$ cat config.mk
export PLATFORM = sky130hd
export DESIGN_NAME = acdp_regs
export DESIGN_NICKNAME = d
export VERILOG_FILES = /design/src/design/acdp_pkg.sv /design/src/design/acdp_vol_ramp.sv /design/src/design/acdp_regs.sv
export SDC_FILE = /design/constraint.sdc
export NUM_CORES = 1
export LEC_CHECK = 0
export ABC_AREA = 1
export BUFFER_PORTS_ARGS = -buffer_cell sky130_fd_sc_hd__buf_2
export CAP_MARGIN = 20
export CORE_AREA = 5 5 135 137
export CTS_CLUSTER_DIAMETER = 100
export CTS_CLUSTER_SIZE = 20
export DETAILED_ROUTE_END_ITERATION = 10
export DIE_AREA = 0 0 140 142
export PLACE_DENSITY = 0.7
export SKIP_LAST_GASP = 1
export SLEW_MARGIN = 40
export SYNTH_ARGS = -nofsm -noshare
export SYNTH_HDL_FRONTEND = slang
export SYNTH_SLANG_ARGS = --single-unit
$ cat constraint.sdc
create_clock -name clk_i -period 3 [get_ports clk_i]
set_clock_uncertainty 0.05 [all_clocks]
set_input_delay 0.6 -clock clk_i [delete_from_list [all_inputs] [get_ports clk_i]]
set_output_delay 0.6 -clock clk_i [all_outputs]
set_load 0.01 [all_outputs]
$ cat src/design/acdp_pkg.sv
// constants, types and field layout of the adc decimator pair config block
package acdp_pkg;

  ////////////////////////////////////////////////////////////////////////////
  // register port
  localparam int unsigned ADDR_W = 8;
  localparam int unsigned DATA_W = 8;

  localparam logic [7:0] OFS_PAIR23 = 8'h1C;
  localparam logic [7:0] OFS_PAIR01 = 8'h1D;
  localparam logic [7:0] RST_PAIR23 = 8'h19;
  localparam logic [7:0] RST_PAIR01 = 8'h00;
  localparam logic [7:0] RDATA_NONE = 8'h00;

  ////////////////////////////////////////////////////////////////////////////
  // field positions, second pair register
  localparam int unsigned P23_SINC    = 5;
  localparam int unsigned P23_MUTE3   = 4;
  localparam int unsigned P23_MUTE2   = 3;
  localparam int unsigned P23_RATE_LO = 0;

  // field positions, first pair register
  localparam int unsigned P01_HP_LO = 5;
  localparam int unsigned P01_POL   = 4;
  localparam int unsigned P01_SWAP  = 3;
  localparam int unsigned P01_SRC   = 2;
  localparam int unsigned P01_EN1   = 1;
  localparam int unsigned P01_EN0   = 0;

  ////////////////////////////////////////////////////////////////////////////
  // encodings
  typedef enum logic [1:0] {
    RATE_96K  = 2'h0,
    RATE_192K = 2'h1,
    RATE_768K = 2'h2,
    RATE_RSVD = 2'h3
  } acdp_rate_t;

  typedef enum logic [1:0] {
    HP_OFF = 2'h0,
    HP_1HZ = 2'h1,
    HP_4HZ = 2'h2,
    HP_8HZ = 2'h3
  } acdp_hp_t;

  typedef enum {
    RAMP_OFF,
    RAMP_RUN,
    RAMP_HOLD
  } acdp_ramp_st_t;

  ////////////////////////////////////////////////////////////////////////////
  // timing
  localparam int unsigned CLK_HZ     = 20_000_000;
  localparam int unsigned FS_96_HZ   = 96_000;
  localparam int unsigned FS_192_HZ  = 192_000;
  localparam int unsigned FS_768_HZ  = 768_000;
  localparam logic [7:0]  DIV_96     = 8'(CLK_HZ / FS_96_HZ);
  localparam logic [7:0]  DIV_192    = 8'(CLK_HZ / FS_192_HZ);
  localparam logic [7:0]  DIV_768    = 8'(CLK_HZ / FS_768_HZ);
  localparam logic [3:0]  RAMP_LAST  = 4'hF;   // 16 sample periods a step
  localparam logic [7:0]  VOL_MUTE   = 8'hFF;  // -95.625 dB
  localparam logic [7:0]  VOL_UNITY  = 8'h00;

  ////////////////////////////////////////////////////////////////////////////
  // settings in force on the decimators
  typedef struct packed {
    logic       sinc_third;
    acdp_rate_t rate;
  } acdp_pair23_t;

  typedef struct packed {
    acdp_hp_t   hp;
    logic       mic_source;
    logic [1:0] adc_en;
  } acdp_pair01_t;

endpackage

$ cat src/design/acdp_vol_ramp.sv
// volume ramp of one decimator channel, in attenuation steps
`timescale 1ns/10ps
module acdp_vol_ramp (
  // clock and reset
  input  wire logic       clk_i,
  input  wire logic       resetn_i,
  // control
  input  wire logic       tick_i,
  input  wire logic       sinc_en_i,
  input  wire logic [7:0] target_i,
  // ramped attenuation
  output logic      [7:0] atten_o
);

  acdp_pkg::acdp_ramp_st_t st_q, st_d;
  logic [3:0] cnt_q, cnt_d;
  logic [7:0] att_q, att_d;

  always_comb begin
    st_d  = st_q;
    cnt_d = cnt_q;
    att_d = att_q;
    case (st_q)
      acdp_pkg::RAMP_OFF: begin
        att_d = acdp_pkg::VOL_MUTE;
        cnt_d = '0;
        if (sinc_en_i) begin
          st_d = acdp_pkg::RAMP_RUN;
        end
      end
      acdp_pkg::RAMP_RUN: begin
        if (att_q == target_i) begin
          st_d = acdp_pkg::RAMP_HOLD;
        end else if (tick_i) begin
          cnt_d = cnt_q + 4'h1;
          if (cnt_q == acdp_pkg::RAMP_LAST) begin
            // one 0.375 dB step toward the programmed level
            att_d = (att_q > target_i) ? att_q - 8'h01 : att_q + 8'h01;
          end
        end
      end
      acdp_pkg::RAMP_HOLD: begin
        if (att_q != target_i) begin
          st_d  = acdp_pkg::RAMP_RUN;
          cnt_d = '0;
        end
      end
      default: st_d = acdp_pkg::RAMP_OFF;
    endcase
    if (!sinc_en_i) begin
      st_d  = acdp_pkg::RAMP_OFF;
      att_d = acdp_pkg::VOL_MUTE;
    end
  end

  always_ff @(posedge clk_i or negedge resetn_i) begin
    if (!resetn_i) begin
      st_q  <= acdp_pkg::RAMP_OFF;
      cnt_q <= 4'h0;
      att_q <= acdp_pkg::VOL_MUTE;
    end else begin
      st_q  <= st_d;
      cnt_q <= cnt_d;
      att_q <= att_d;
    end
  end

  assign atten_o = att_q;

endmodule

$ cat src/design/acdp_regs.sv
// adc decimator pair config registers with mute, ramp and mic capture
//
// Behaviour
// second-pair bit 5 picks sinc order for ADC2/3: 0 fourth, 1 third.
// software stops the core before changing the sinc order.
// sinc order and sample rate take effect only while core run is 0.
// bits 4/3 mute ADC3/ADC2 by full attenuation; both reset muted.
// a channel whose volume stage is bypassed ignores its mute bit.
// rate bits 1:0 give 96, 192 or 768 kHz; code 11 is reserved.
// software keeps rate consistent with path rate, never writes code 11.
// second-pair register resets to 0x19.
// first-pair bits 6:5 set ADC0/1 high-pass: off, 1, 4, 8 Hz.
// mic polarity clear: 0 positive; set: 1 positive.
// swap clear: left on rising, right on falling mic clock edge.
// bit 2 feeds ADC0/1 decimators from converters (0) or mics (1).
// software pairs ADC0/1 enables with their sinc enables.
// a set sinc enable ramps volume from full attenuation, 16 periods a step.
// reserved bits store, read back, do nothing and reset to zero.
//
// Local design decision: the strobed register port.
`timescale 1ns/10ps
module acdp_regs (
  // clock and reset
  input  wire logic                  clk_i,
  input  wire logic                  resetn_i,
  // register port
  input  wire logic [7:0]            addr_i,
  input  wire logic [7:0]            wdata_i,
  input  wire logic                  wr_i,
  input  wire logic                  rd_i,
  output logic      [7:0]            rdata_o,
  // core and neighbouring registers
  input  wire logic                  core_run_i,
  input  wire logic [1:0]            pair01_rate_i,
  input  wire logic [3:0]            sinc_en_i,
  input  wire logic [1:0]            mute01_i,
  input  wire logic [3:0]            vol_bypass_i,
  input  wire logic [31:0]           vol_target_i,
  // converter modulator bits for ADC0/1
  input  wire logic [1:0]            adc01_bit_i,
  input  wire logic                  adc01_valid_i,
  // digital microphone pins
  input  wire logic                  mic01_clk_i,
  input  wire logic                  mic01_data_i,
  // settings in force
  output acdp_pkg::acdp_pair23_t     pair23_cfg_o,
  output acdp_pkg::acdp_pair01_t     pair01_cfg_o,
  output logic      [31:0]           vol_atten_o,
  // decimator input for ADC0/1
  output logic      [1:0]            decim01_bit_o,
  output logic      [1:0]            decim01_valid_o
);

  ////////////////////////////////////////////////////////////////////////////
  // software registers

  logic [7:0] pair23_q, pair23_d;
  logic [7:0] pair01_q, pair01_d;
  logic [7:0] rdata_q, rdata_d;

  always_comb begin
    pair23_d = pair23_q;
    pair01_d = pair01_q;
    rdata_d  = acdp_pkg::RDATA_NONE;
    // all eight bits stored, reserved ones included
    if (wr_i && addr_i == acdp_pkg::OFS_PAIR23) begin
      pair23_d = wdata_i;
    end
    if (wr_i && addr_i == acdp_pkg::OFS_PAIR01) begin
      pair01_d = wdata_i;
    end
    if (rd_i) begin
      case (addr_i)
        acdp_pkg::OFS_PAIR23: rdata_d = pair23_q;
        acdp_pkg::OFS_PAIR01: rdata_d = pair01_q;
        default:              rdata_d = acdp_pkg::RDATA_NONE;
      endcase
    end
  end

  always_ff @(posedge clk_i or negedge resetn_i) begin
    if (!resetn_i) begin
      pair23_q <= acdp_pkg::RST_PAIR23;
      pair01_q <= acdp_pkg::RST_PAIR01;
      rdata_q  <= acdp_pkg::RDATA_NONE;
    end else begin
      pair23_q <= pair23_d;
      pair01_q <= pair01_d;
      rdata_q  <= rdata_d;
    end
  end

  assign rdata_o = rdata_q;

  ////////////////////////////////////////////////////////////////////////////
  // settings in force on the decimators

  acdp_pkg::acdp_pair23_t cfg23_q, cfg23_d;
  acdp_pkg::acdp_pair01_t cfg01_q, cfg01_d;
  acdp_pkg::acdp_rate_t   wr_rate;

  always_comb begin
    wr_rate = acdp_pkg::acdp_rate_t'(pair23_q[acdp_pkg::P23_RATE_LO +: 2]);
    cfg23_d = cfg23_q;
    // a running core keeps its filter shape; the change waits for a stop
    if (!core_run_i) begin
      cfg23_d.sinc_third = pair23_q[acdp_pkg::P23_SINC];
      // the reserved code never reaches the decimators
      if (wr_rate != acdp_pkg::RATE_RSVD) begin
        cfg23_d.rate = wr_rate;
      end
    end
    cfg01_d.hp         = acdp_pkg::acdp_hp_t'(
                           pair01_q[acdp_pkg::P01_HP_LO +: 2]);
    cfg01_d.mic_source = pair01_q[acdp_pkg::P01_SRC];
    cfg01_d.adc_en     = {pair01_q[acdp_pkg::P01_EN1],
                          pair01_q[acdp_pkg::P01_EN0]};
  end

  always_ff @(posedge clk_i or negedge resetn_i) begin
    if (!resetn_i) begin
      cfg23_q <= acdp_pkg::acdp_pair23_t'(
                   {acdp_pkg::RST_PAIR23[acdp_pkg::P23_SINC],
                    acdp_pkg::RST_PAIR23[acdp_pkg::P23_RATE_LO +: 2]});
      cfg01_q <= '0;
    end else begin
      cfg23_q <= cfg23_d;
      cfg01_q <= cfg01_d;
    end
  end

  assign pair23_cfg_o = cfg23_q;
  assign pair01_cfg_o = cfg01_q;

  ////////////////////////////////////////////////////////////////////////////
  // sample-rate enables, one per pair

  function automatic logic [7:0] rate_div(input logic [1:0] rate);
    case (rate)
      acdp_pkg::RATE_96K:  rate_div = acdp_pkg::DIV_96;
      acdp_pkg::RATE_768K: rate_div = acdp_pkg::DIV_768;
      default:             rate_div = acdp_pkg::DIV_192;
    endcase
  endfunction

  logic [7:0] div01_q, div01_d;
  logic [7:0] div23_q, div23_d;
  logic       tick01_q, tick01_d;
  logic       tick23_q, tick23_d;

  always_comb begin
    tick01_d = 1'b0;
    tick23_d = 1'b0;
    div01_d  = div01_q + 8'h01;
    div23_d  = div23_q + 8'h01;
    // the fractional part of the ratio is dropped; the ramp pace is
    // within one percent of nominal
    if (div01_q >= rate_div(pair01_rate_i) - 8'h01) begin
      div01_d  = '0;
      tick01_d = 1'b1;
    end
    if (div23_q >= rate_div(cfg23_q.rate) - 8'h01) begin
      div23_d  = '0;
      tick23_d = 1'b1;
    end
  end

  always_ff @(posedge clk_i or negedge resetn_i) begin
    if (!resetn_i) begin
      div01_q  <= 8'h00;
      div23_q  <= 8'h00;
      tick01_q <= 1'b0;
      tick23_q <= 1'b0;
    end else begin
      div01_q  <= div01_d;
      div23_q  <= div23_d;
      tick01_q <= tick01_d;
      tick23_q <= tick23_d;
    end
  end

  ////////////////////////////////////////////////////////////////////////////
  // volume ramps, mute and bypass

  logic [31:0] ramp_att;
  logic [3:0]  mute_all;
  logic [3:0]  ch_tick;
  logic [31:0] vol_q, vol_d;

  assign ch_tick  = {tick23_q, tick23_q, tick01_q, tick01_q};
  assign mute_all = {pair23_q[acdp_pkg::P23_MUTE3],
                     pair23_q[acdp_pkg::P23_MUTE2],
                     mute01_i};

  for (genvar ch = 0; ch < 4; ch++) begin : g_ramp
    acdp_vol_ramp u_ramp (
      .clk_i     (clk_i),
      .resetn_i  (resetn_i),
      .tick_i    (ch_tick[ch]),
      .sinc_en_i (sinc_en_i[ch]),
      .target_i  (vol_target_i[8*ch +: 8]),
      .atten_o   (ramp_att[8*ch +: 8])
    );
  end

  always_comb begin
    for (int ch = 0; ch < 4; ch++) begin
      if (vol_bypass_i[ch]) begin
        // a bypassed stage passes the signal untouched, mute or not
        vol_d[8*ch +: 8] = acdp_pkg::VOL_UNITY;
      end else if (mute_all[ch]) begin
        vol_d[8*ch +: 8] = acdp_pkg::VOL_MUTE;
      end else begin
        vol_d[8*ch +: 8] = ramp_att[8*ch +: 8];
      end
    end
  end

  always_ff @(posedge clk_i or negedge resetn_i) begin
    if (!resetn_i) begin
      vol_q <= {4{acdp_pkg::VOL_MUTE}};
    end else begin
      vol_q <= vol_d;
    end
  end

  assign vol_atten_o = vol_q;

  ////////////////////////////////////////////////////////////////////////////
  // microphone pin synchronisers

  logic mclk_s1_q, mclk_s2_q, mclk_prev_q;
  logic mdat_s1_q, mdat_s2_q;

  always_ff @(posedge clk_i or negedge resetn_i) begin
    if (!resetn_i) begin
      mclk_s1_q   <= 1'b0;
      mclk_s2_q   <= 1'b0;
      mclk_prev_q <= 1'b0;
      mdat_s1_q   <= 1'b0;
      mdat_s2_q   <= 1'b0;
    end else begin
      mclk_s1_q   <= mic01_clk_i;
      mclk_s2_q   <= mclk_s1_q;
      mclk_prev_q <= mclk_s2_q;
      mdat_s1_q   <= mic01_data_i;
      mdat_s2_q   <= mdat_s1_q;
    end
  end

  ////////////////////////////////////////////////////////////////////////////
  // microphone capture and decimator source select

  logic       rise, fall;
  logic       mic_pos;
  logic [1:0] dbit_q, dbit_d;
  logic [1:0] dval_q, dval_d;

  assign rise = mclk_s2_q && !mclk_prev_q;
  assign fall = !mclk_s2_q && mclk_prev_q;

  always_comb begin
    // a one means positive: set polarity keeps the level, clear inverts it
    mic_pos = pair01_q[acdp_pkg::P01_POL] ? mdat_s2_q : !mdat_s2_q;
    dbit_d  = dbit_q;
    dval_d  = 2'b00;
    if (cfg01_q.mic_source) begin
      // left is slot 0, right is slot 1; the swap trades the edges
      if (rise) begin
        if (pair01_q[acdp_pkg::P01_SWAP]) begin
          dbit_d[1] = mic_pos;
          dval_d[1] = 1'b1;
        end else begin
          dbit_d[0] = mic_pos;
          dval_d[0] = 1'b1;
        end
      end
      if (fall) begin
        if (pair01_q[acdp_pkg::P01_SWAP]) begin
          dbit_d[0] = mic_pos;
          dval_d[0] = 1'b1;
        end else begin
          dbit_d[1] = mic_pos;
          dval_d[1] = 1'b1;
        end
      end
    end else if (adc01_valid_i) begin
      dbit_d = adc01_bit_i;
      dval_d = 2'b11;
    end
  end

  always_ff @(posedge clk_i or negedge resetn_i) begin
    if (!resetn_i) begin
      dbit_q <= 2'b00;
      dval_q <= 2'b00;
    end else begin
      dbit_q <= dbit_d;
      dval_q <= dval_d;
    end
  end

  assign decim01_bit_o   = dbit_q;
  assign decim01_valid_o = dval_q;

endmodule

==> results of run 1 <==
-- per-stage QoR --
step	area, um^2	worst slack, ns
finish	9760	0.242
global route	9760	-0.0156
CTS	9740	0.211
detailed placement	9200	0.00206
global placement	9200	0.0323
floorplan	8220	0.270
-- layout by cell type (no fill, tap or decap), types with 4 or more instances in the layout --
cell       instances
clkbuf_16         17
or2_2              4
nand3_1           53
buf_4             13
dfrtp_1           79
clkinv_4           4
ha_1              76
a22oi_1           10
nor3_1             8
dfstp_2           68
clkinv_2           5
buf_2            120
inv_2              5
a21o_1             5
nor3b_1            5
nand2_1          195
o211ai_1           5
fa_1               4
o21ai_0           42
xnor2_1            9
nor2_1            90
o21ai_1            6
a21oi_1           86
xor2_1            14
inv_1            154
nand4_2            4
-- what timing repair did --
action | in CTS | in global routing
setup endpoints to repair | 0 | 6
gates resized for setup | 0 | 7
buffers inserted | 0 | 2
-- area by class of cell --
class | count | area share
Inverter | 159 | 0.0611
Multi-Input combinational cell | 650 | 0.394
Timing Repair Buffer | 135 | 0.0747
Clock inverter | 12 | 0.00859
Clock buffer | 20 | 0.0468
Sequential cell | 147 | 0.386
Tap cell | 225 | 0.0288
-- flip-flops by register name, indices dropped and copies added, names as in the netlist, 2 cells and up --
name and count:
g_ramp.u_ramp.atten_o 32, vol_atten_o 32, g_ramp.u_ramp.cnt_q 16, div01_q 8, div23_q 8, g_ramp.u_ramp.st_q 8, pair01_q 8, pair23_q 8
rdata_o 8, pair01_cfg_o 5, pair23_cfg_o 3, decim01_bit_o 2, decim01_valid_o 2
-- worst max-delay path: stages, from the launching register on --
cell     delay (ns)
dfstp_2        0.54
inv_1          0.11
ha_1           0.20
inv_1          0.05
nand2_1        0.04
nand2_1        0.05
nand2_1        0.04
nand2_1        0.05
nand2_1        0.04
nand2_1        0.10
nand2_1        0.09
buf_4          0.15
fa_1           0.41
o21ai_0        0.27
nand2_1        0.08
nand2_1        0.07
a21oi_1        0.07
nand2_1        0.06
nand2_1        0.05
o21ai_1        0.12
inv_1          0.05
-- cells by family (layout without fill, tap and decap cells) --
| family | Yosys count | after routing |
|---|---|---|
| mux | 1 | 1 |
| flops | 147 | 147 |
| fa+ha+maj | 80 | 80 |
| compound gates | 164 | 164 |
| buf+inv | 165 | 326 |
| simple gates | 382 | 382 |
| xor+xnor | 23 | 23 |
-- worst paths after layout --
path	startpoint	endpoint	slack, ns	depth (start not counted)
max reg2reg	g_ramp[0].u_ramp.atten_o[0]	g_ramp[0].u_ramp.atten_o[6]	0.24	20
min in group clk_i	mic01_clk_i	mclk_s1_q	0.25	1
min reg2reg	mclk_s2_q	mclk_prev_q	0.33	0
max	g_ramp[0].u_ramp.atten_o[0]	g_ramp[0].u_ramp.atten_o[6]	0.24	20
max in group asynchronous	resetn_i	pair23_q[0]	2.09	2
min	resetn_i	div01_q[1]	0.08	1
-- power breakdown --
| part | internal, W | switching (W) |
|---|---|---|
| clock network | 0.00110 | 0.000809 |
| registers | 0.00219 | 0.000151 |
| logic | 0.000405 | 0.000548 |
-- routing by layer --
layer,track usage,up-vias
met4,0.0566,4
met1,0.244,3055
li1,-,3417
met2,0.301,117
met5,0,-
met3,0.0420,24
==> results.txt, run 1 <==
----------------------------------------------------
[Outcome]
  Run status ... finished clean

[Final layout]
  Final cell count without fillers ... 1348
  Number of fill cells ... between 1500 and 2000
  ANT cells ... 0
  Sequential cell area ... around 0.0038 mm^2
  Fraction of layout cells with a size suffix above 1 ... 0.237
  Syn-to-layout area delta ... 18.7%
  Nets ... 1260
  Area occupied by multi-input gates ... ~0.0038 mm^2
  Finished Core Util ... 0.576

[Logic synthesis]
  Post-synthesis share of cell area spent on and, or, nand and nor gates ... 0.206
  Mapped Nets ... 1112
  Cells taking the most area after synthesis ... dfrtp_1 (24%), dfstp_2 (22%), ha_1 (12%)
  Number of enable-type register cells in the synthesized netlist ... 0
  Mapped Area ... a little over 0.008 mm^2
  Synth Area in XOR/XNOR ... 0.0245
  Synthesized-area fraction occupied by ao, oa, aoi and oai cells ... 0.109
  Commonest register cell after synthesis ... dfrtp_1
  Share of synthesized cell area in full adder, half adder and majority cells ... 0.125
  Sequential fraction of the synthesis area ... 0.458
  Proportion of register bits with asynchronous set or reset after synthesis ... 1.00
  Main combinational cell family by area after synthesis ... simple AND/OR/NAND/NOR gates
  Portion of synthesized cell area occupied by the leading cell type ... 0.240
  Flop and latch count out of synthesis ... approximately 150
  Total number of yosys warnings ... 0
  Post-Synthesis Cells ... just under 1000
  Post-synthesis mux area share ... 0.00137
  Cell with the most instances after synthesis ... nand2_1
  Most used standard cells in the synthesized netlist ... nand2_1 (195), inv_1 (157), nor2_1 (90)
  Synth Area per Inst ... about 8.5 um^2
  Number of distinct library cells after synthesis ... 44
  Largest area contributor in the synthesized netlist ... dfrtp_1

[Critical path]
  Crit Path Class ... reg -> reg
  Arr. time, crit path ... 3.05 ns
  Crit Path Max Fanout ... 5
  CP startpoint kind ... flop
  CP endpoint kind ... flop
  CP required ... roughly 3.3 ns

[Route]
  Met3 wire length ... 729 um
  Average routed wire per standard cell ... 12.9 um
  Count of vias placed by the detailed router ... around 6600
  Number of nets still failing antenna checks after routing ... 0
  Number of detailed-routing iterations run before antenna repair ... 5
  Final Routed Wirelength ... 17.4 mm
  Met1 wire length ... around 8.3 mm
  Via-per-instance ratio ... about 4.9
  Met2 WL ... 8.12 mm
  Initial drt markers ... between 200 and 300
  Number of design rule violations left after detail routing ... 0
  Uppermost routed layer ... met5

[Run]
  Number of max-cap violations ... 0

[Timing]
  Total count of hold-check failures in the final report ... 0
  Top achievable clock speed ... roughly 0.36 GHz
  Final Critical Period ... approximately 2.8 ns
  Worst hold-check slack ... 0.0847 ns
  Portion of the clock cycle consumed by the worst path in the final layout ... 0.919
  Final sum of negative setup slack ... 0 ns
  Final setup violating endpoints ... 0
  Unrepaired setup endpoints after global routing ... true
  Max_slew headroom ... 0.453
  Total count of max-transition violations in the final report ... 0
  Transition time at the pin with the least slew margin ... slightly above 0.8 ns

[CTS]
  Post-cts hold buffer count ... 0
  H-tree depth reported by CTS ... 4
  Number of clock sinks ... 147
  CTS Root Cell ... clkbuf_16
  TritonCTS clock tree ... built
  Cts bufs inserted ... 17
  Clock slew at reported path FFs ... approximately 0.060 ns
  Clock insertion delay at the later pin of the skew report ... slightly above 0.4 ns
  Maximum number of buffers from clock root to sink ... 2

[Global routing]
  Number of global-route vias before repair ... around 6500
  Wire length of the first global-routing pass ... around 30 mm
  Largest net degree at the start of global routing ... 55
  Total congestion overflow ... 0
  Global Route Usage Sum ... 0.183
  Antenna violations before repair ... 2

[Die]
  Placeable Area ... about 0.017 mm^2
  Std cell rows ... 48
  Starting density of the core ... 0.485
  Full die area ... between 0.015 and 0.02 mm^2
  Vertical die dimension ... between 100 and 150 um
  Number of top-level pins ... ~120
  X dimension of the die ... around 140 um

[Place]
  Count of buffers from port buffering ... between 100 and 150
  Instance count after placement with tap cells included ... 1314
  Final Wtd Congestion ... slightly below 0.9
  Detail Placement HPWL ... ~14 mm

[Pwr]
  Total Power ... ~0.0052 W
  Leak pwr ... between 5 and 6 nW
  Areal power density over the cells ... roughly 530 mW/mm^2
  VDD IR max ... slightly above 0.0004 V

[Min path]
  Worst Hold Class ... in -> async

----------------------------------------------------
Note: power is estimated with default switching activity, not from simulation.
==> inputs of run 2 (changes only) <==
--- a/config.mk
+++ b/config.mk
@@ -5,14 +5,13 @@
 export SDC_FILE = /design/constraint.sdc
 export NUM_CORES = 1
 export LEC_CHECK = 0
-export ABC_AREA = 1
 export BUFFER_PORTS_ARGS = -buffer_cell sky130_fd_sc_hd__buf_2
 export CAP_MARGIN = 20
-export CORE_AREA = 5 5 135 137
+export CORE_AREA = 5 5 134 136
 export CTS_CLUSTER_DIAMETER = 100
 export CTS_CLUSTER_SIZE = 20
 export DETAILED_ROUTE_END_ITERATION = 10
-export DIE_AREA = 0 0 140 142
+export DIE_AREA = 0 0 139 141
 export PLACE_DENSITY = 0.7
 export SKIP_LAST_GASP = 1
 export SLEW_MARGIN = 40
==> results.txt, run 2 <==
----------------------------------------------------
[Critical path]
  CP startpoint kind ... flop
  Worst path top cell family by delay ... compound AO/OA/AOI/OAI gates
  Slowest stage delay, CP ... 0.54 ns (about the same)
  Crit Path Max Fanout ... 6 (+1)
  Setup slack, reg-to-reg ... -0.08 ns (-0.33 ns)
  Critical path cell sequence ... ha_1, a21oi_1, nand2_1, a21o_1, o21ai_2, inv_2, ha_4, a21o_1, nand4_1, a31oi_2, or3b_1, a41o_1, mux2i_1
  CP endpoint kind ... flop
  Standard cell with the maximum stage delay on the critical path ... dfstp_2
  Crit path top cell by count ... a21o_1
  Worst path buffer plus inverter count ... 1 (-3)
  Arr. time, crit path ... 3.37 ns (+0.32 ns)
  Crit Path Class ... reg -> reg
  CP required ... 3.29 ns (about the same)

[Timing]
  Top achievable clock speed ... 0.324 GHz (-11%)
  Worst hold-check slack ... 0.0913 ns (+0.00659 ns)
  Max_slew headroom ... 0.558 (+0.105)
  Total count of max-transition violations in the final report ... 0 (unchanged)
  Final Critical Period ... 3.08 ns (+0.326 ns)
  Transition time at the pin with the least slew margin ... 0.658 ns (-0.159 ns)
  Final setup violating endpoints ... 2 (+2)
  Portion of the clock cycle consumed by the worst path in the final layout ... 1.03 (+0.109)
  Post-route worst setup slack ... -0.0836 ns (-0.326 ns)
  Unrepaired setup endpoints after global routing ... true
  Total count of hold-check failures in the final report ... 0 (unchanged)

[Final layout]
  Syn-to-layout area delta ... 34.2%
  Fraction of layout cells with a size suffix above 1 ... 0.400 (+0.163)
  Leading cell types in the layout, fill and taps excluded ... nor2_1 (131), buf_2 (120), buf_4 (111)
  Post-layout instance area ... 0.0109 mm^2 (+11%)
  Area occupied by multi-input gates ... 0.00446 mm^2 (+16%)
  Most frequent standard cell in the layout excluding fill and tap cells ... nor2_1
  Nets ... 1204 (-4.4%)
  Sequential cell area ... 0.00376 mm^2 (unchanged)
  Number of fill cells ... 1337 (-14%)

[Route]
  Count of vias placed by the detailed router ... 6548 (-1.0%)
  Via-per-instance ratio ... 5.06 (+3.2%)
  Number of design rule violations left after detail routing ... 0 (unchanged)
  Initial drt markers ... 252 (-10%)
  Number of nets still failing antenna checks after routing ... 0 (unchanged)
  Final Routed Wirelength ... 18.0 mm (+3.2%)
  Number of detailed-routing iterations run before antenna repair ... 5 (unchanged)
  Average routed wire per standard cell ... 13.9 um (+7.6%)

[CTS]
  CTS Root Cell ... clkbuf_16
  Maximum number of buffers from clock root to sink ... 2 (unchanged)
  TritonCTS clock tree ... built
  Number of clock sinks ... 147 (unchanged)
  Clock slew at reported path FFs ... 0.06 ns (about the same)
  Clock insertion delay at the later pin of the skew report ... 0.41 ns (about the same)
  H-tree depth reported by CTS ... 4 (unchanged)
  Post-cts hold buffer count ... 0 (unchanged)
  Cts bufs inserted ... 17 (unchanged)

[Global routing]
  Wire length of the first global-routing pass ... 29.9 mm (-0.48%)
  Number of global-route vias before repair ... 6367 (-1.3%)
  Total congestion overflow ... 0 (unchanged)
  Global Route Usage Sum ... 0.184 (+0.000206)
  Largest net degree at the start of global routing ... 75 (+36%)
  Antenna violations before repair ... 0 (-2)

[Place]
  Count of buffers from port buffering ... 121 (unchanged)
  Pre-CTS setup slack ... -0.384 ns (-0.386 ns)
  Detail Placement HPWL ... 13.3 mm (-2.0%)
  Cell area after placement ... 0.00983 mm^2 (+6.9%)
  Final Wtd Congestion ... 0.848 (-3.7%)

[Outcome]
  Run status ... finished with violations
  Violations in the final reports ... negative setup slack

[Logic synthesis]
  Sequential fraction of the synthesis area ... 0.465 (+0.00722)
  Number of distinct library cells after synthesis ... 63 (+43%)
  Number of enable-type register cells in the synthesized netlist ... 0 (unchanged)
  Portion of synthesized cell area occupied by the leading cell type ... 0.244 (+0.00379)
  Cells taking the most area after synthesis ... dfrtp_1 (24%), dfstp_2 (22%), ha_1 (12%)
  Mapped Nets ... 965 (-13%)
  Synth Area per Inst ... 9.93 um^2 (+16%)
  Total number of yosys warnings ... 0 (unchanged)
  Most used standard cells in the synthesized netlist ... nor2_1 (133), dfrtp_1 (79), ha_1 (76)
  Commonest register cell after synthesis ... dfrtp_1
  Post-Synthesis Cells ... 815 (-15%)
  Mapped Area ... 0.00809 mm^2 (-1.6%)
  Cell with the most instances after synthesis ... nor2_1
  Proportion of register bits with asynchronous set or reset after synthesis ... 1.00 (unchanged)
  Largest area contributor in the synthesized netlist ... dfrtp_1
  Flop and latch count out of synthesis ... 147 (unchanged)

[Run]
  Number of max-cap violations ... 0 (unchanged)

[Pwr]
  Leak pwr ... 5.21 nW (+2.0%)
  VDD IR max ... 0.000419 V (+1.9%)
  Areal power density over the cells ... 512 mW/mm^2 (-4.0%)
  Total Power ... 0.00556 W (+6.8%)

[Die]
  Placeable Area ... 0.0168 mm^2 (-0.71%)
  X dimension of the die ... 139 um (-0.71%)
  Full die area ... 0.0196 mm^2 (-1.4%)
  Std cell rows ... 48 (unchanged)
  Vertical die dimension ... 141 um (-0.70%)
  Starting density of the core ... 0.481 (-0.00412)
  Number of top-level pins ... 122 (unchanged)

[Min path]
  Worst Hold Class ... in -> async

----------------------------------------------------
## run 2: cell types whose count changed after synthesis, moves of 10 or more
| cell | change |
|---|---|
| nor2_1 | +43 |
| nand3_1 | -26 |
| o21a_1 | +14 |
| o21ai_0 | -13 |
| inv_1 | -92 |
| nand4_1 | +10 |
| a21oi_1 | -31 |
| mux2i_1 | +13 |
| mux2_2 | +16 |
| nand2_1 | -163 |
| nor2b_1 | +19 |
## run 2: area by class of cell
cell class / instances / area share
Antenna cell: 1 / 0.000230
Timing Repair Buffer: 234 / 0.136
Inverter: 65 / 0.0241
Clock buffer: 20 / 0.0421
Multi-Input combinational cell: 589 / 0.411
Sequential cell: 147 / 0.347
Clock inverter: 12 / 0.0143
Tap cell: 225 / 0.0259
## run 2: stage by stage
step	setup TNS [ns]	std cells	util
after floorplan	-0.00682	815	-
after global placement	-1.60	1242	0.585
after detailed placement	-2.03	1242	0.585
after CTS	-0.154	1282	0.625
after global routing	-0.913	1292	0.646
final	-0.100	1293	0.646
## run 2: worst paths after layout
kind	start	endpoint	cells after the start
max	g_ramp[0].u_ramp.atten_o[6]	g_ramp[0].u_ramp.atten_o[7]	13
min	resetn_i	decim01_bit_o[1]	1
max reg2reg	g_ramp[0].u_ramp.atten_o[6]	g_ramp[0].u_ramp.atten_o[7]	13
min reg2reg	mclk_s1_q	mclk_s2_q	0
max in group asynchronous	resetn_i	g_ramp[0].u_ramp.atten_o[5]	2
min in group clk_i	mic01_clk_i	mclk_s1_q	1
## run 2: worst register-to-register path: stages (launching register included)
cell and delay, ns:
dfstp_2 0.54, ha_1 0.25, a21oi_1 0.14, nand2_1 0.06, a21o_1 0.18, o21ai_2 0.19
inv_2 0.12, ha_4 0.27, a21o_1 0.13, nand4_1 0.14, a31oi_2 0.21, or3b_1 0.38
a41o_1 0.22, mux2i_1 0.13
## run 2: power by group
part	leakage (nW)	internal [W]	switching (W)
combinational	3.16	0.000517	0.000513
sequential	1.76	0.00218	0.000173
clock	0.285	0.00135	0.000827
## run 2: repair_timing
| action | CTS | global route |
|---|---|---|
| setup buffers | 8 | 10 |
| gates cloned | 0 | 0 |
| setup endpoints to repair | 7 | 9 |
| pin swaps | 21 | 36 |
| gates resized for setup | 7 | 50 |
## run 2: logic make-up after synthesis
logic type,after synthesis,synth area share
AOI/OAI and AO/OA,168,0.131
xor gates and xnor gates,32,0.0346
adders and majority gates,81,0.129
buffers and inverters,79,0.0369
DFF,147,0.465
muxes,30,0.0397
and+or+nand+nor,278,0.164
## run 2: routing by layer
layer  vias to the layer above  global-route usage  part of all wire
li1                       3315                   -                 -
met1                      3093               0.245              0.47
met2                       121               0.304              0.48
met3                        19              0.0383             0.043
met4                         0              0.0546             0.013
met5                         -                   0                 0
==> inputs of run 3 (changes only) <==
--- a/config.mk
+++ b/config.mk
@@ -8,6 +8,7 @@
 export BUFFER_PORTS_ARGS = -buffer_cell sky130_fd_sc_hd__buf_2
 export CAP_MARGIN = 20
 export CORE_AREA = 5 5 134 136
+export CTS_BUF_LIST = sky130_fd_sc_hd__clkbuf_16
 export CTS_CLUSTER_DIAMETER = 100
 export CTS_CLUSTER_SIZE = 20
 export DETAILED_ROUTE_END_ITERATION = 10
==> results.txt, run 3 (synthesized netlist as in run 2, its figures left out) <==
----------------------------------------------------
[CTS]
  TritonCTS clock tree ... built
  Maximum number of buffers from clock root to sink ... 2 (unchanged)
  Clock slew at reported path FFs ... 0.06 ns (about the same)
  H-tree depth reported by CTS ... 4 (unchanged)
  CTS Root Cell ... clkbuf_16
  Cts bufs inserted ... 17 (unchanged)
  Clock insertion delay at the later pin of the skew report ... 0.41 ns (about the same)
  Number of clock sinks ... 147 (unchanged)

[Critical path]
  Crit path top cell by count ... a21o_1
  Reg2reg end ... g_ramp[0].u_ramp.atten_o[7]
  Path depth of the worst reg2reg path ... 13 (unchanged)
  CP startpoint kind ... flop
  Crit Path Class ... reg -> reg
  Arr. time, crit path ... 3.38 ns (about the same)
  Setup slack, reg-to-reg ... -0.09 ns (about the same)
  Crit Path Max Fanout ... 6 (unchanged)
  Standard cell with the maximum stage delay on the critical path ... dfstp_2
  Source of the worst register-to-register timing path ... g_ramp[0].u_ramp.atten_o[6]
  Slowest stage delay, CP ... 0.54 ns (about the same)
  CP required ... 3.29 ns (about the same)
  CP endpoint kind ... flop
  Launch point of the critical path ... g_ramp[0].u_ramp.atten_o[6]
  Worst path top cell family by delay ... compound AO/OA/AOI/OAI gates
  Critical path cell sequence ... ha_1, a21oi_1, nand2_1, a21o_1, o21ai_2, inv_2, ha_4, a21o_1, nand4_1, a31oi_2, or3b_1, a41o_1, mux2i_1
  Worst path buffer plus inverter count ... 1 (unchanged)

[Die]
  Placeable Area ... 0.0168 mm^2 (unchanged)
  Number of top-level pins ... 122 (unchanged)
  Std cell rows ... 48 (unchanged)
  X dimension of the die ... 139 um (unchanged)
  Vertical die dimension ... 141 um (unchanged)
  Starting density of the core ... 0.481 (unchanged)
  Full die area ... 0.0196 mm^2 (unchanged)

[Timing]
  Final Critical Period ... 3.09 ns (+0.00271 ns)
  Total count of hold-check failures in the final report ... 0 (unchanged)
  Final sum of negative setup slack ... -0.103 ns (-0.00323 ns)
  Max_slew headroom ... 0.568 (+0.00999)
  Top achievable clock speed ... 0.324 GHz (about the same)
  Transition time at the pin with the least slew margin ... 0.643 ns (-0.0149 ns)
  Total count of max-transition violations in the final report ... 0 (unchanged)
  Unrepaired setup endpoints after global routing ... true
  Final setup violating endpoints ... 2 (unchanged)
  Portion of the clock cycle consumed by the worst path in the final layout ... 1.03 (about the same)
  Post-route worst setup slack ... -0.0863 ns (-0.00271 ns)

[Route]
  Final Routed Wirelength ... 18.0 mm (+0.32%)
  Count of vias placed by the detailed router ... 6534 (-0.21%)
  Met2 WL ... 8.62 mm (+0.31%)
  Number of nets still failing antenna checks after routing ... 0 (unchanged)
  Initial drt markers ... 250 (-0.79%)
  Uppermost routed layer ... met4
  Met3 wire length ... 804 um (+4.7%)
  Average routed wire per standard cell ... 13.9 um (+0.40%)
  Number of detailed-routing iterations run before antenna repair ... 4 (-1)
  Met1 wire length ... 8.34 mm (-0.37%)
  Number of design rule violations left after detail routing ... 0 (unchanged)
  Via-per-instance ratio ... 5.06 (-0.14%)

[Global routing]
  Largest net degree at the start of global routing ... 75 (unchanged)
  Number of global-route vias before repair ... 6389 (+0.35%)
  Antenna violations before repair ... 0 (unchanged)
  Global Route Usage Sum ... 0.184 (+0.000363)
  Total congestion overflow ... 0 (unchanged)
  Wire length of the first global-routing pass ... 30.0 mm (+0.14%)

[Pwr]
  VDD IR max ... 0.000421 V (+0.53%)
  Areal power density over the cells ... 508 mW/mm^2 (-0.80%)
  Leak pwr ... 5.19 nW (-0.24%)

[Final layout]
  Fraction of layout cells with a size suffix above 1 ... 0.398 (-0.00244)
  Nets ... 1203 (-0.083%)
  Sequential cell area ... 0.00376 mm^2 (unchanged)
  Syn-to-layout area delta ... 33.8%
  Number of fill cells ... 1347 (+0.75%)
  Leading cell types in the layout, fill and taps excluded ... nor2_1 (131), buf_2 (120), buf_4 (110)
  Most frequent standard cell in the layout excluding fill and tap cells ... nor2_1
  Area occupied by multi-input gates ... 0.00446 mm^2 (unchanged)
  Post-layout instance area ... 0.0108 mm^2 (-0.25%)

[Place]
  Detail Placement HPWL ... 13.3 mm (unchanged)
  Count of buffers from port buffering ... 121 (unchanged)
  Final Wtd Congestion ... 0.848 (unchanged)
  Cell area after placement ... 0.00983 mm^2 (unchanged)

[Run]
  Number of max-cap violations ... 0 (unchanged)

[Min path]
  Worst Hold Class ... in -> async

[Outcome]
  Violations in the final reports ... negative setup slack
  Run status ... finished with violations

----------------------------------------------------
## run 3: cell count changes in the layout (fill, tap and decap cells not counted)
cell,change
clkbuf_8,-2
clkinv_1,+2
buf_4,-1
clkbuf_1,-1
inv_1,+1
## run 3: worst max path at each step
stage / endpoint / depth (start not counted)
after floorplan: g_ramp[2].u_ramp.atten_o[6] / 14
after global placement: g_ramp[0].u_ramp.atten_o[7] / 15
after detailed placement: g_ramp[0].u_ramp.atten_o[7] / 15
after CTS: g_ramp[0].u_ramp.atten_o[7] / 13
after global routing: g_ramp[0].u_ramp.atten_o[7] / 13
final: g_ramp[0].u_ramp.atten_o[7] / 13
## run 3: report_power, final
part           internal [W]  total, W  switching (W)
Sequential          0.00218   0.00235       0.000173
Combinational      0.000516   0.00103       0.000512
Clock               0.00130   0.00212       0.000826
## run 3: cell type report
class,count,share of cell area
clock buffers,17,0.0393
well taps,225,0.0260
inverters,65,0.0241
clock inverters,15,0.0154
repair buffers,233,0.136
multi-input cells,589,0.412
diodes,1,0.000231
flip-flops and latches,147,0.347
## run 3: metal layers
layer  global-route usage  vias to the layer above
met4               0.0551                        0
li1                     -                     3312
met1                0.244                     3075
met3               0.0390                       23
met2                0.305                      124
met5                    0                        -
## run 3: metrics by stage
step / cells / setup slack [ns] / utilization / total power (W) / hold WS, ns
floorplan: 815 / -0.00682 / - / 0.00299 / 0.254
global placement: 1242 / -0.305 / 0.585 / 0.00331 / 0.282
detailed placement: 1242 / -0.384 / 0.585 / 0.00334 / 0.286
CTS: 1282 / -0.139 / 0.624 / 0.00551 / 0.0816
global route: 1291 / -0.235 / 0.644 / 0.00581 / 0.119
finish: 1292 / -0.0863 / 0.644 / 0.00550 / 0.0896
## run 3: repair_timing
item                                    4_1_cts  5_1_grt
setup buffers                                 8       10
pin swaps                                    21       37
hold buffers                                  0        0
resized for setup                             7       50
endpoints found under the setup margin        7        9
